`src/include/cmpev_consts.vh`:
```
// Constants for the comparator event select block
`ifndef CMPEV_CONSTS_VH
`define CMPEV_CONSTS_VH

`define CMPEV_ADDR_CONTROL   12'h000
`define CMPEV_ADDR_STATUS    12'h004
`define CMPEV_BIT_EVFLAG     15
`define CMPEV_BIT_OUT        13
`define CMPEV_BIT_OP_AMP_MODE     10
`define CMPEV_BIT_INV        8
`define CMPEV_BIT_EDGE_HI    7
`define CMPEV_BIT_EDGE_LO    6
`define CMPEV_BIT_REFSEL     4
`define CMPEV_BIT_CH_HI      1
`define CMPEV_BIT_CH_LO      0
`define CMPEV_CTRL_WMASK     16'h05d3
`define CMPEV_CTRL_RESET     16'h0000
`define CMPEV_EDGE_NONE      2'b00
`define CMPEV_EDGE_RISE      2'b01
`define CMPEV_EDGE_FALL      2'b10
`define CMPEV_EDGE_ANY       2'b11
`define CMPEV_CH_NEG1        2'b00
`define CMPEV_CH_NEG2        2'b01
`define CMPEV_NEG_NONE       2'b00
`define CMPEV_NEG_PIN1       2'b01
`define CMPEV_NEG_PIN2       2'b10

`endif

```
`src/design/cmpev_edge.v`:
```
// Edge detector for the synchronised comparator output
`timescale 1ns/10ps
module cmpev_edge (
    input  wire       i_core_clk,
    input  wire       i_rst,
    input  wire       i_cmp_raw,
    input  wire       i_inversion,
    input  wire [1:0] i_edge_select,
    output wire       o_level,
    output wire       o_hit
);
`include "cmpev_consts.vh"
    reg sync1_reg;
    reg sync2_reg;
    reg prev_reg;
    reg hit;
    wire rise_raw;
    wire fall_raw;

    // Pin is asynchronous to the core clock; first stage read only by second
    always @(posedge i_core_clk) begin
        if (i_rst) begin
            sync1_reg <= 1'b0;
            sync2_reg <= 1'b0;
            prev_reg  <= 1'b0;
        end else begin
            sync1_reg <= i_cmp_raw;
            sync2_reg <= sync1_reg;
            prev_reg  <= sync2_reg;
        end
    end

    assign rise_raw = sync2_reg & ~prev_reg;
    assign fall_raw = ~sync2_reg & prev_reg;
    assign o_level  = sync2_reg ^ i_inversion;

    always @* begin
        case (i_edge_select)
            `CMPEV_EDGE_ANY:  hit = rise_raw | fall_raw;
            `CMPEV_EDGE_FALL: hit = i_inversion ? rise_raw : fall_raw;
            `CMPEV_EDGE_RISE: hit = i_inversion ? fall_raw : rise_raw;
            default:          hit = 1'b0;
        endcase
    end

    assign o_hit = hit;
endmodule

```
`src/design/cmpev_top.v`:
```
// Comparator event select block with APB control register
//
// The APB interface to the registers and the address map were decided locally.
`timescale 1ns/10ps
module cmpev_top (
    input  wire        i_core_clk,
    input  wire        i_rst,
    input  wire        i_psel,
    input  wire        i_penable,
    input  wire        i_pwrite,
    input  wire [11:0] i_paddr,
    input  wire [31:0] i_pwdata,
    output reg  [31:0] o_prdata,
    output reg         o_pready,
    output reg         o_pslverr,
    input  wire        i_cmp_raw,
    output reg         o_event,
    output reg         o_reference_select,
    output reg  [1:0]  o_negative_select,
    output reg         o_output_inversion,
    output reg         o_op_amp_mode
);
`include "cmpev_consts.vh"
    reg  [15:0] ctrl_reg;
    reg  [15:0] ctrl_next;
    reg         flag_reg;
    reg         flag_next;
    reg         event_next;
    reg         pready_next;
    reg         pslverr_next;
    reg  [31:0] prdata_next;
    reg         refsel_next;
    reg  [1:0]  neg_next;
    reg         inv_next;
    reg         opm_next;
    wire        level;
    wire        hit;
    wire        setup;
    wire        access;
    wire        wr_ctrl;
    wire        clr_flag;
    wire        fire;
    wire [1:0]  edge_field;
    wire [1:0]  ch_field;

    function addr_mapped;
        input [11:0] addr;
        begin
            addr_mapped = (addr == `CMPEV_ADDR_CONTROL) || (addr == `CMPEV_ADDR_STATUS);
        end
    endfunction

    // Bits without storage read back as zero and ignore writes; a control read then puts the output level in bit 13
    function [15:0] ctrl_mask;
        input [15:0] value;
        begin
            ctrl_mask = value & `CMPEV_CTRL_WMASK;
        end
    endfunction

    // Unavailable inputs stay unselected; the analog side ties them to ground
    function [1:0] neg_decode;
        input [1:0] ch;
        input       op_amp_mode;
        begin
            case (ch)
                `CMPEV_CH_NEG1: neg_decode = `CMPEV_NEG_PIN1;
                `CMPEV_CH_NEG2: neg_decode = op_amp_mode ? `CMPEV_NEG_NONE
                                                    : `CMPEV_NEG_PIN2;
                default:        neg_decode = `CMPEV_NEG_NONE;
            endcase
        end
    endfunction

    function [31:0] read_mux;
        input [11:0] addr;
        input [15:0] ctrl;
        input        flag;
        input        lvl;
        begin
            read_mux = 32'h0000_0000;
            if (addr == `CMPEV_ADDR_CONTROL) begin
                read_mux[15:0] = ctrl_mask(ctrl);
                read_mux[`CMPEV_BIT_EVFLAG] = flag;
                read_mux[`CMPEV_BIT_OUT] = lvl;
            end else if (addr == `CMPEV_ADDR_STATUS) begin
                read_mux[0] = lvl;
                read_mux[1] = flag;
            end
        end
    endfunction

    cmpev_edge i_cmpev_edge (
        .i_core_clk    (i_core_clk),
        .i_rst         (i_rst),
        .i_cmp_raw     (i_cmp_raw),
        .i_inversion   (ctrl_reg[`CMPEV_BIT_INV]),
        .i_edge_select (edge_field),
        .o_level       (level),
        .o_hit         (hit)
    );

    assign edge_field = ctrl_reg[`CMPEV_BIT_EDGE_HI:`CMPEV_BIT_EDGE_LO];
    assign ch_field   = ctrl_reg[`CMPEV_BIT_CH_HI:`CMPEV_BIT_CH_LO];

    // Single-cycle access phase: answer in first penable cycle
    assign setup    = i_psel & ~i_penable;
    // Commit only where ready is seen, so a held access cannot write twice
    assign access   = i_psel & i_penable & o_pready;
    assign wr_ctrl  = access & i_pwrite & (i_paddr == `CMPEV_ADDR_CONTROL);
    // Writing one to the flag bit leaves it alone
    assign clr_flag = wr_ctrl & ~i_pwdata[`CMPEV_BIT_EVFLAG];
    assign fire     = hit & ~flag_reg;

    always @* begin
        ctrl_next = ctrl_reg;
        if (wr_ctrl) begin
            ctrl_next = ctrl_mask(i_pwdata[15:0]);
        end
    end

    // Set wins over software clear only while the flag is clear; a hit meeting the clear of a set flag is lost
    always @* begin
        flag_next = flag_reg;
        if (clr_flag) begin
            flag_next = 1'b0;
        end
        if (fire) begin
            flag_next = 1'b1;
        end
    end

    // Pulse stays one cycle wide because firing sets the flag
    always @* begin
        event_next = fire;
    end

    // Ready, error and read data live for exactly one cycle after setup
    always @* begin
        pready_next  = setup;
        pslverr_next = setup & ~addr_mapped(i_paddr);
        prdata_next  = 32'h0000_0000;
        if (setup) begin
            prdata_next = read_mux(i_paddr, ctrl_reg, flag_reg, level);
        end
    end

    always @* begin
        refsel_next = ctrl_reg[`CMPEV_BIT_REFSEL];
        neg_next    = neg_decode(ch_field, ctrl_reg[`CMPEV_BIT_OP_AMP_MODE]);
        inv_next    = ctrl_reg[`CMPEV_BIT_INV];
        opm_next    = ctrl_reg[`CMPEV_BIT_OP_AMP_MODE];
    end

    always @(posedge i_core_clk) begin
        if (i_rst) begin
            ctrl_reg <= `CMPEV_CTRL_RESET;
        end else begin
            ctrl_reg <= ctrl_next;
        end
    end

    always @(posedge i_core_clk) begin
        if (i_rst) begin
            flag_reg <= 1'b0;
        end else begin
            flag_reg <= flag_next;
        end
    end

    always @(posedge i_core_clk) begin
        if (i_rst) begin
            o_event <= 1'b0;
        end else begin
            o_event <= event_next;
        end
    end

    always @(posedge i_core_clk) begin
        if (i_rst) begin
            o_pready <= 1'b0;
        end else begin
            o_pready <= pready_next;
        end
    end

    always @(posedge i_core_clk) begin
        if (i_rst) begin
            o_pslverr <= 1'b0;
        end else begin
            o_pslverr <= pslverr_next;
        end
    end

    always @(posedge i_core_clk) begin
        if (i_rst) begin
            o_prdata <= 32'h0000_0000;
        end else begin
            o_prdata <= prdata_next;
        end
    end

    always @(posedge i_core_clk) begin
        if (i_rst) begin
            o_reference_select <= 1'b0;
        end else begin
            o_reference_select <= refsel_next;
        end
    end

    always @(posedge i_core_clk) begin
        if (i_rst) begin
            o_negative_select <= `CMPEV_NEG_NONE;
        end else begin
            o_negative_select <= neg_next;
        end
    end

    always @(posedge i_core_clk) begin
        if (i_rst) begin
            o_output_inversion <= 1'b0;
        end else begin
            o_output_inversion <= inv_next;
        end
    end

    always @(posedge i_core_clk) begin
        if (i_rst) begin
            o_op_amp_mode <= 1'b0;
        end else begin
            o_op_amp_mode <= opm_next;
        end
    end
endmodule

```
`config.mk`:
```
export PLATFORM = sky130hd
export DESIGN_NAME = cmpev_top
export DESIGN_NICKNAME = d
export VERILOG_FILES = /design/src/design/cmpev_edge.v /design/src/design/cmpev_top.v
export VERILOG_INCLUDE_DIRS = /design/src /design/src/include
export SDC_FILE = /design/constraint.sdc
export NUM_CORES = 1
export LEC_CHECK = 0
export BUFFER_PORTS_ARGS = -buffer_cell sky130_fd_sc_hd__buf_2
export CAP_MARGIN = 20
export CORE_MARGIN = 10
export CORE_UTILIZATION = 42
export CTS_CLUSTER_DIAMETER = 40
export DETAILED_ROUTE_END_ITERATION = 7
export PLACE_DENSITY = 0.94
export SYNTH_ARGS = -nofsm -noshare
export SYNTH_HDL_FRONTEND = slang
export SYNTH_SLANG_ARGS = --single-unit
```
`constraint.sdc`:
```
create_clock -name i_core_clk -period 3.1 [get_ports i_core_clk]
set_input_delay 0.465 -clock i_core_clk [delete_from_list [all_inputs] [get_ports i_core_clk]]
set_output_delay 0.465 -clock i_core_clk [all_outputs]
set_load 0.01 [all_outputs]
```
==> results.yml, run 1 <==
status:
  status: "complete, no violations"
die:
  start_util_pct: 43.71
  pin_count: 90
  row_count: 19
  die-area_um2: 5379
  die_width_um: 73.34
  die_h_um: 73.34
  placeableCoreArea_um2: 2734
worst_setup_path:
  worst_ep_required_time_ps: 3350
  start_kind: "input pin"
  crit_slowest_cell: "and4_1"
  crit_arrival_ps: 1780
  end_kind: "flip-flop"
  crit_path_max_incr_delay_ps: 550
  crit_fanout: 8
  critPathKind: "input pin to flip-flop"
  crit_chain: "buf_2 > nor4_4 > and4_1 > nand2b_1 > a31o_1"
layout:
  nFillCells: 250
  areaGrowthSynthToFinish_pct: 16.02
  fin_nets: 208
  fin_area_um2: 1386
  largest_reg_flops: 9
  fin_util_pct: 50.71
  drive_above_1_share_pct: 33.55
  diodes: 0
power_and_ir_drop:
  p_leak_uw: 0.0006466
  power.switching_uw: 137.9
  p_clk_share_pct: 36.3
  switching_share_pct: 21.21
  p_int_uw: 512.2
  comb_power_share_pct: 7.6
  ir_worst_vdd_v: 0.0006319
  power_density_nw_per_um2: 469.0
  p_seq_share_pct: 56.1
synthesis:
  synth.area.top_cells: "dfxtp_1 (47%), buf_4 (14%), mux2i_1 (6.7%)"
  synth.top_cell.area_share_pct: 46.91
  synth_commonest_cells: "dfxtp_1 (28), buf_4 (23), nor2_1 (10), mux2i_1 (8), and2_1 (7)"
  yosysWarningCount: 0
  netlist_area_um2: 1195
  yosysTopAreaCell: "dfxtp_1"
  ys_types: 31
  synth_top_flop_cell: "dfxtp_1"
  synth_edf_count: 0
  ys_seq_area_share_pct: 46.91
  synth-seq-cells: 28
  yosysMostFrequentCell: "dfxtp_1"
  synthCells: 113
  async_reset_ff_share_pct: 0
  avgSynthCellArea_um2: 10.57
global_route:
  grt_max_degree: 19
  overflow: 0
  grt_pass1_vias: 900
  track_usage_pct: 9.143
  antenna_found_initial: 0
  grt_pass1_wl_um: 3953
cts:
  ctsResizeCount: 0
  cts_inserted_buffers: 3
  cts_buffer_depth: 2
  cts.sinks: 28
  path_clk_slew_ps: 150
  clk_latency_ps: 330
  htreeDepth: 1
  cts_setup_buffers: 0
  cts-root-buf: "clkbuf_4"
  cts_tree: "yes"
  postCtsHoldBufs: 0
drt:
  first_pass_iters: 4
  wire_per_inst_um: 13.30
  num_vias: 822
  antenna_left: 0
  drc: 0
  viasPerCell: 4.419
  drt-initial-drc-count: 36
  routed_wl_um: 2473
sta:
  rsz0062_at_grt: "false"
  setup_viol_count_final: 0
  fin_crit_sh_pct: 49.28
  finalCriticalPeriod_ps: 1528
  clock_skew_ps: 9.667
  hold_viol_final: 0
  tns_ps: 0
  maxSlewViolCount: 0
  clock.fmax_ghz: 0.6546
place:
  hpwl_um: 2114
  numPortBuffers: 42
  place_congestion: 0.8244
  placed_area_um2: 1334
worst_hold_path:
  min_path_type: "input pin to flip-flop"
run:
  cap_violations: 0
logic make-up after synthesis:
logic type,synth area share [%]
and+or+nand+nor,21.26
buffers and inverters,17.07
DFF,46.91
muxes,8.587
AOI/OAI and AO/OA,3.037
adders and majority gates,2.094
other,0.3138
xor gates and xnor gates,0.7331
worst paths after layout:
| path | from | end | slack, ps | depth (start not counted) |
|---|---|---|---|---|
| hold / removal | i_penable | o_pready$_SDFF_PP0_ | 310 | 2 |
| setup reg to reg | i_cmpev_edge.sync2_reg$_SDFF_PP0_ | flag_reg$_SDFFE_PP0P_ | 1600 | 6 |
| hold reg to reg | i_cmpev_edge.sync1_reg$_SDFF_PP0_ | i_cmpev_edge.sync2_reg$_SDFF_PP0_ | 460 | 1 |
| setup / recovery | i_paddr[9] | flag_reg$_SDFFE_PP0P_ | 1570 | 5 |
layout make-up:
type                       count  area (um^2)  share of cell area [%]
inverter                       3        11.26                  0.8123
clock buffer                   3        22.52                   1.625
multi-input combinational     78        513.0                   37.00
clock inverter                 1        30.03                   2.166
tap                           31        38.79                   2.798
sequential                    28        560.5                   40.43
timing repair buffer          42        210.2                   15.16
critical path, delay by kind of cell:
kind | cells | cell delay (ps)
AND/OR/NAND/NOR | 3 | 980
AO/OA/AOI/OAI | 1 | 220
buffers and inverters | 1 | 110
power groups by stage:
| stage | Combinational [uW] | Sequential, uW | Clock (uW) |
|---|---|---|---|
| 6_report | 49.7 | 365 | 236 |
| 4_1_cts | 48.6 | 365 | 239 |
| 2_1_floorplan | 45.5 | 373 | 0 |
| 5_1_grt | 55.8 | 365 | 250 |
| 3_5_place_dp | 48.5 | 372 | 0 |
| 3_3_place_gp | 46.9 | 372 | 0 |
stage by stage:
stage	hold WS (ps)	total power (uW)	setup WS, ps	instances
floorplan	413.8	418.6	1625	135
global placement	421.8	419.0	1236	182
finish	312.0	650.2	1572	186
global route	306.9	670.6	1449	186
CTS	304.4	652.4	1568	186
detailed placement	444.3	420.9	1196	182
routing by layer:
metal  vias up  GRT usage (%)  share of wire (%)
li1        413              -                  -
met1       375          8.041                 34
met2        30          17.19                 56
met3         4          4.307                9.1
met4         0          3.934                1.3
met5         -              0                  0
cells in the final DEF, fill, tap and decap left out:
master,synthesis,routed
nor4b_1,2,2
a31o_1,1,1
nand4_1,1,1
nor3_1,3,3
nor3b_2,1,1
a211oi_1,1,1
and2_1,7,7
conb_1,1,23
clkbuf_4,0,3
buf_2,1,42
and4b_1,1,1
a211oi_2,1,1
nor2_1,10,10
nand2_1,1,1
nand3b_1,1,1
nand3_1,1,1
nor2_2,1,1
mux2_1,1,1
nor4_4,2,2
xnor2_1,1,1
nand2b_1,1,1
ha_1,2,2
o211ai_1,1,1
bufinv_16,0,1
dfxtp_1,28,28
mux2_2,1,1
and4_1,1,1
inv_1,3,3
nor2b_1,5,5
mux2i_1,8,8
Power figures use the tool's default switching activity.
==> run 2: changes to the inputs <==
CORE_UTILIZATION = 35   (was 42)
PLACE_DENSITY = 0.84   (was 0.94)
clock period = 1.2 ns   (was 3.1 ns; I/O delays follow)
==> results.yml, run 2 (synthesized netlist as in run 1, its figures left out) <==
status:
  status: "complete, but fails checks"
  violations: "negative setup slack"
global_route:
  grt_pass1_wl_um: 4098
  antenna_found_initial: 0
  track_usage_pct: 8.139
  grt_pass1_vias: 971
  grt_max_degree: 18
  overflow: 0
sta:
  hold_viol_final: 0
  setup_viol_count_final: 9
  rsz0062_at_grt: "true"
  fin_crit_sh_pct: 119.1
  maxSlewViolCount: 0
  tns_ps: -521.6
  finalCriticalPeriod_ps: 1429
  clock.fmax_ghz: 0.6998
  holdWs_ps: 61.82
  clock_skew_ps: 2.340
  setup_ws_ps: -229.1
worst_setup_path:
  start_kind: "flip-flop"
  end_kind: "flip-flop"
  worst_ep_required_time_ps: 1430
  reg2reg_slack_ps: -230
  crit_fanout: 3
  crit_arrival_ps: 1660
  critPathKind: "flip-flop to flip-flop"
cts:
  clk_latency_ps: 320
  htreeDepth: 1
  postCtsHoldBufs: 0
  path_clk_slew_ps: 130
  cts-root-buf: "clkbuf_4"
  cts_buffer_depth: 2
  cts.sinks: 28
  cts_tree: "yes"
  cts_inserted_buffers: 3
place:
  place_congestion: 0.7435
  hpwl_um: 2196
  numPortBuffers: 42
  dp.cells: 208
layout:
  most-common-layout-cells: "buf_2 (42), dfxtp_1 (25), conb_1 (23), buf_4 (13), nor2_1 (10)"
  diodes: 0
  fin_nets: 222
  areaGrowthSynthToFinish_pct: 28.17
  drive_above_1_share_pct: 44.38
  fin_util_pct: 46.26
  final_common_cell: "buf_2"
  layoutNonFillerInstCount: 215
  largest_reg_flops: 9
die:
  die_width_um: 78.43
  placeableCoreArea_um2: 3311
  die-area_um2: 6151
  row_count: 21
  start_util_pct: 36.09
  die_h_um: 78.43
  pin_count: 90
power_and_ir_drop:
  p_leak_uw: 0.0007129
  ir_worst_vdd_v: 0.0003069
  p_total_uw: 1526
  power_density_nw_per_um2: 996.3
drt:
  viasPerCell: 3.986
  first_pass_iters: 4
  antenna_left: 0
  wire_per_inst_um: 12.03
  num_vias: 857
  routed_wl_um: 2586
  drt-initial-drc-count: 32
  drc: 0
worst_hold_path:
  min_path_type: "input pin to flip-flop"
run:
  cap_violations: 0
run 2: timing repair:
| item | CTS | global route |
|---|---|---|
| setup buffers | 1 | 2 |
| pin swaps | 2 | 0 |
| setup endpoints to repair | 9 | 9 |
| resized for setup | 0 | 1 |
run 2: final cells by class:
type | count | area (um^2)
clock buffer | 4 | 36.28
timing repair buffer | 56 | 327.8
sequential | 28 | 564.3
fill | 307 | 1779
multi-input combinational | 78 | 534.3
tap | 46 | 57.56
inverter | 3 | 11.26
run 2: worst paths after layout:
check	startpoint	to	depth (start not counted)
setup / recovery	i_cmpev_edge.sync2_reg$_SDFF_PP0_	flag_reg$_SDFFE_PP0P_	6
hold / removal	i_cmp_raw	i_cmpev_edge.sync1_reg$_SDFF_PP0_	2
setup reg to reg	i_cmpev_edge.sync2_reg$_SDFF_PP0_	flag_reg$_SDFFE_PP0P_	6
hold reg to reg	i_cmpev_edge.sync1_reg$_SDFF_PP0_	i_cmpev_edge.sync2_reg$_SDFF_PP0_	1
run 2: stage by stage:
stage / worst slack [ps] / area [um^2]
after floorplan: -148.6 / 1300
after detailed placement: -234.0 / 1470
after CTS: -238.6 / 1514
after global routing: -288.1 / 1531
after global placement: -183.4 / 1470
final: -229.1 / 1531
run 2: worst max-delay path, cell delays in order, from the launching register on:
cell and delay [ps]:
dfxtp_2 380, inv_2 60, ha_4 150, mux2_4 260
o211ai_1 200, a211oi_2 110, a31o_1 190
run 2: report_power, final:
group	switching (uW)	total (uW)	internal, uW	leakage [uW]
Combinational	86.0	150	64.2	0.000464
Sequential	3.97	943	939	0.000228
Clock	247	433	185	0.0000210
Total	337	1530	1190	0.000713
run 2: layer usage:
| metal | vias up | wire length, um | GRT usage [%] |
|---|---|---|---|
| met3 | 5 | 250 | 3.645 |
| met5 | - | 0 | 0 |
| met1 | 375 | 1018 | 7.322 |
| met2 | 40 | 1272 | 14.97 |
| met4 | 0 | 44 | 4.301 |
| li1 | 437 | - | - |
==> run 3: changes to the inputs <==
MAX_ROUTING_LAYER = met4   (was unset)
RECOVER_POWER = 100   (was unset)
==> results.yml, run 3 (synthesized netlist as in run 1, its figures left out) <==
cts:
  cts.sinks: 28
  clk_latency_ps: 320
  cts_tree: "yes"
  cts-root-buf: "clkbuf_4"
  htreeDepth: 1
  cts_buffer_depth: 2
  cts_inserted_buffers: 3
  postCtsHoldBufs: 0
  path_clk_slew_ps: 130
worst_setup_path:
  crit_chain: "inv_2 > ha_4 > mux2_4 > o211ai_1 > a211oi_2 > a31o_1"
  worst_ep_required_time_ps: 1430
  crit_path_max_incr_delay_ps: 380
  crit_arrival_ps: 1660
  crit_slowest_cell: "dfxtp_2"
  crit_fanout: 3
  critPathKind: "flip-flop to flip-flop"
  crit_buf_inv: 1
  start_kind: "flip-flop"
  end_kind: "flip-flop"
  cp_top_family: "compound AO/OA/AOI/OAI gates"
die:
  die_h_um: 78.43
  pin_count: 90
  row_count: 21
  placeableCoreArea_um2: 3311
  die_width_um: 78.43
  start_util_pct: 36.09
  die-area_um2: 6151
sta:
  setup_viol_count_final: 9
  holdWs_ps: 62.00
  fin_crit_sh_pct: 119.1
  clock.fmax_ghz: 0.6996
  finalCriticalPeriod_ps: 1429
  maxSlewViolCount: 0
  setup_ws_ps: -229.3
  hold_viol_final: 0
  rsz0062_at_grt: "true"
  clock_skew_ps: 2.431
drt:
  viasPerCell: 3.986
  drt-initial-drc-count: 38
  antenna_left: 0
  routed_wl_um: 2593
  drc: 0
  first_pass_iters: 4
  wire_per_inst_um: 12.06
  num_vias: 857
global_route:
  overflow: 0
  antenna_found_initial: 0
  grt_pass1_wl_um: 4098
  grt_max_degree: 18
  track_usage_pct: 8.373
  grt_pass1_vias: 971
power_and_ir_drop:
  power_density_nw_per_um2: 1005
  p_leak_uw: 0.0007056
  ir_worst_vdd_v: 0.0003067
layout:
  largest_reg_flops: 9
  fin_util_pct: 45.69
  multi_input_area_um2: 519.2
  nFillCells: 310
  final_common_cell: "buf_2"
  areaGrowthSynthToFinish_pct: 26.60
  diodes: 0
  final-seq-area_um2: 564.3
  drive_above_1_share_pct: 43.20
  fin_nets: 222
  most-common-layout-cells: "buf_2 (42), dfxtp_1 (25), conb_1 (23), nor2_1 (10), buf_4 (10)"
  fin_area_um2: 1513
status:
  status: "complete, but fails checks"
  violations: "negative setup slack"
place:
  post-place-ws_ps: -234.0
  placed_area_um2: 1470
  numPortBuffers: 42
  hpwl_um: 2196
  place_congestion: 0.7528
run:
  cap_violations: 0
worst_hold_path:
  min_path_type: "input pin to flip-flop"
## run 3: routing by layer
layer	global-route usage [%]	vias up	routed length, um
met3	3.645	5	249
met2	14.97	38	1274
met1	7.322	377	1025
met4	4.301	0	44
li1	-	437	-
met5	-	-	0
## run 3: repair_timing
item	4_1_cts	5_1_grt
endpoints found under the setup margin	9	9
buffers inserted	1	2
gates resized for setup	0	1
pin swaps	2	0
endpoints found under the hold margin	0	0
## run 3: worst register-to-register path, cell delays in order, from the launching register on
cell and delay [ps]:
dfxtp_2 380, inv_2 60, ha_4 150, mux2_4 260, o211ai_1 200, a211oi_2 110, a31o_1 190
## run 3: layout make-up
class | instances | area share [%]
Clock buffer | 4 | 2.399
Multi-Input combinational cell | 78 | 34.33
Sequential cell | 28 | 37.30
Timing Repair Buffer | 56 | 21.42
Tap cell | 46 | 3.805
Inverter | 3 | 0.7444
## run 3: through the flow
| step | setup TNS, ps | power, uW | cells |
|---|---|---|---|
| floorplan | -148.6 | 1085 | 135 |
| global placement | -1905 | 1103 | 208 |
| detailed placement | -2547 | 1106 | 208 |
| CTS | -545.5 | 1535 | 213 |
| global route | -1389 | 1595 | 215 |
| finish | -516.0 | 1520 | 215 |
## run 3: worst paths after layout
kind,from,end,slack (ps),cells after the start
min reg2reg,i_cmpev_edge.sync1_reg$_SDFF_PP0_,i_cmpev_edge.sync2_reg$_SDFF_PP0_,450,1
max,i_cmpev_edge.sync2_reg$_SDFF_PP0_,flag_reg$_SDFFE_PP0P_,-230,6
max reg2reg,i_cmpev_edge.sync2_reg$_SDFF_PP0_,flag_reg$_SDFFE_PP0P_,-230,6
min,i_cmp_raw,i_cmpev_edge.sync1_reg$_SDFF_PP0_,60,2
## run 3: where the power goes
part | total [uW] | switching, uW | internal [uW]
clock | 433 | 247 | 185
sequential | 943 | 3.97 | 939
combinational | 145 | 82.5 | 62.6
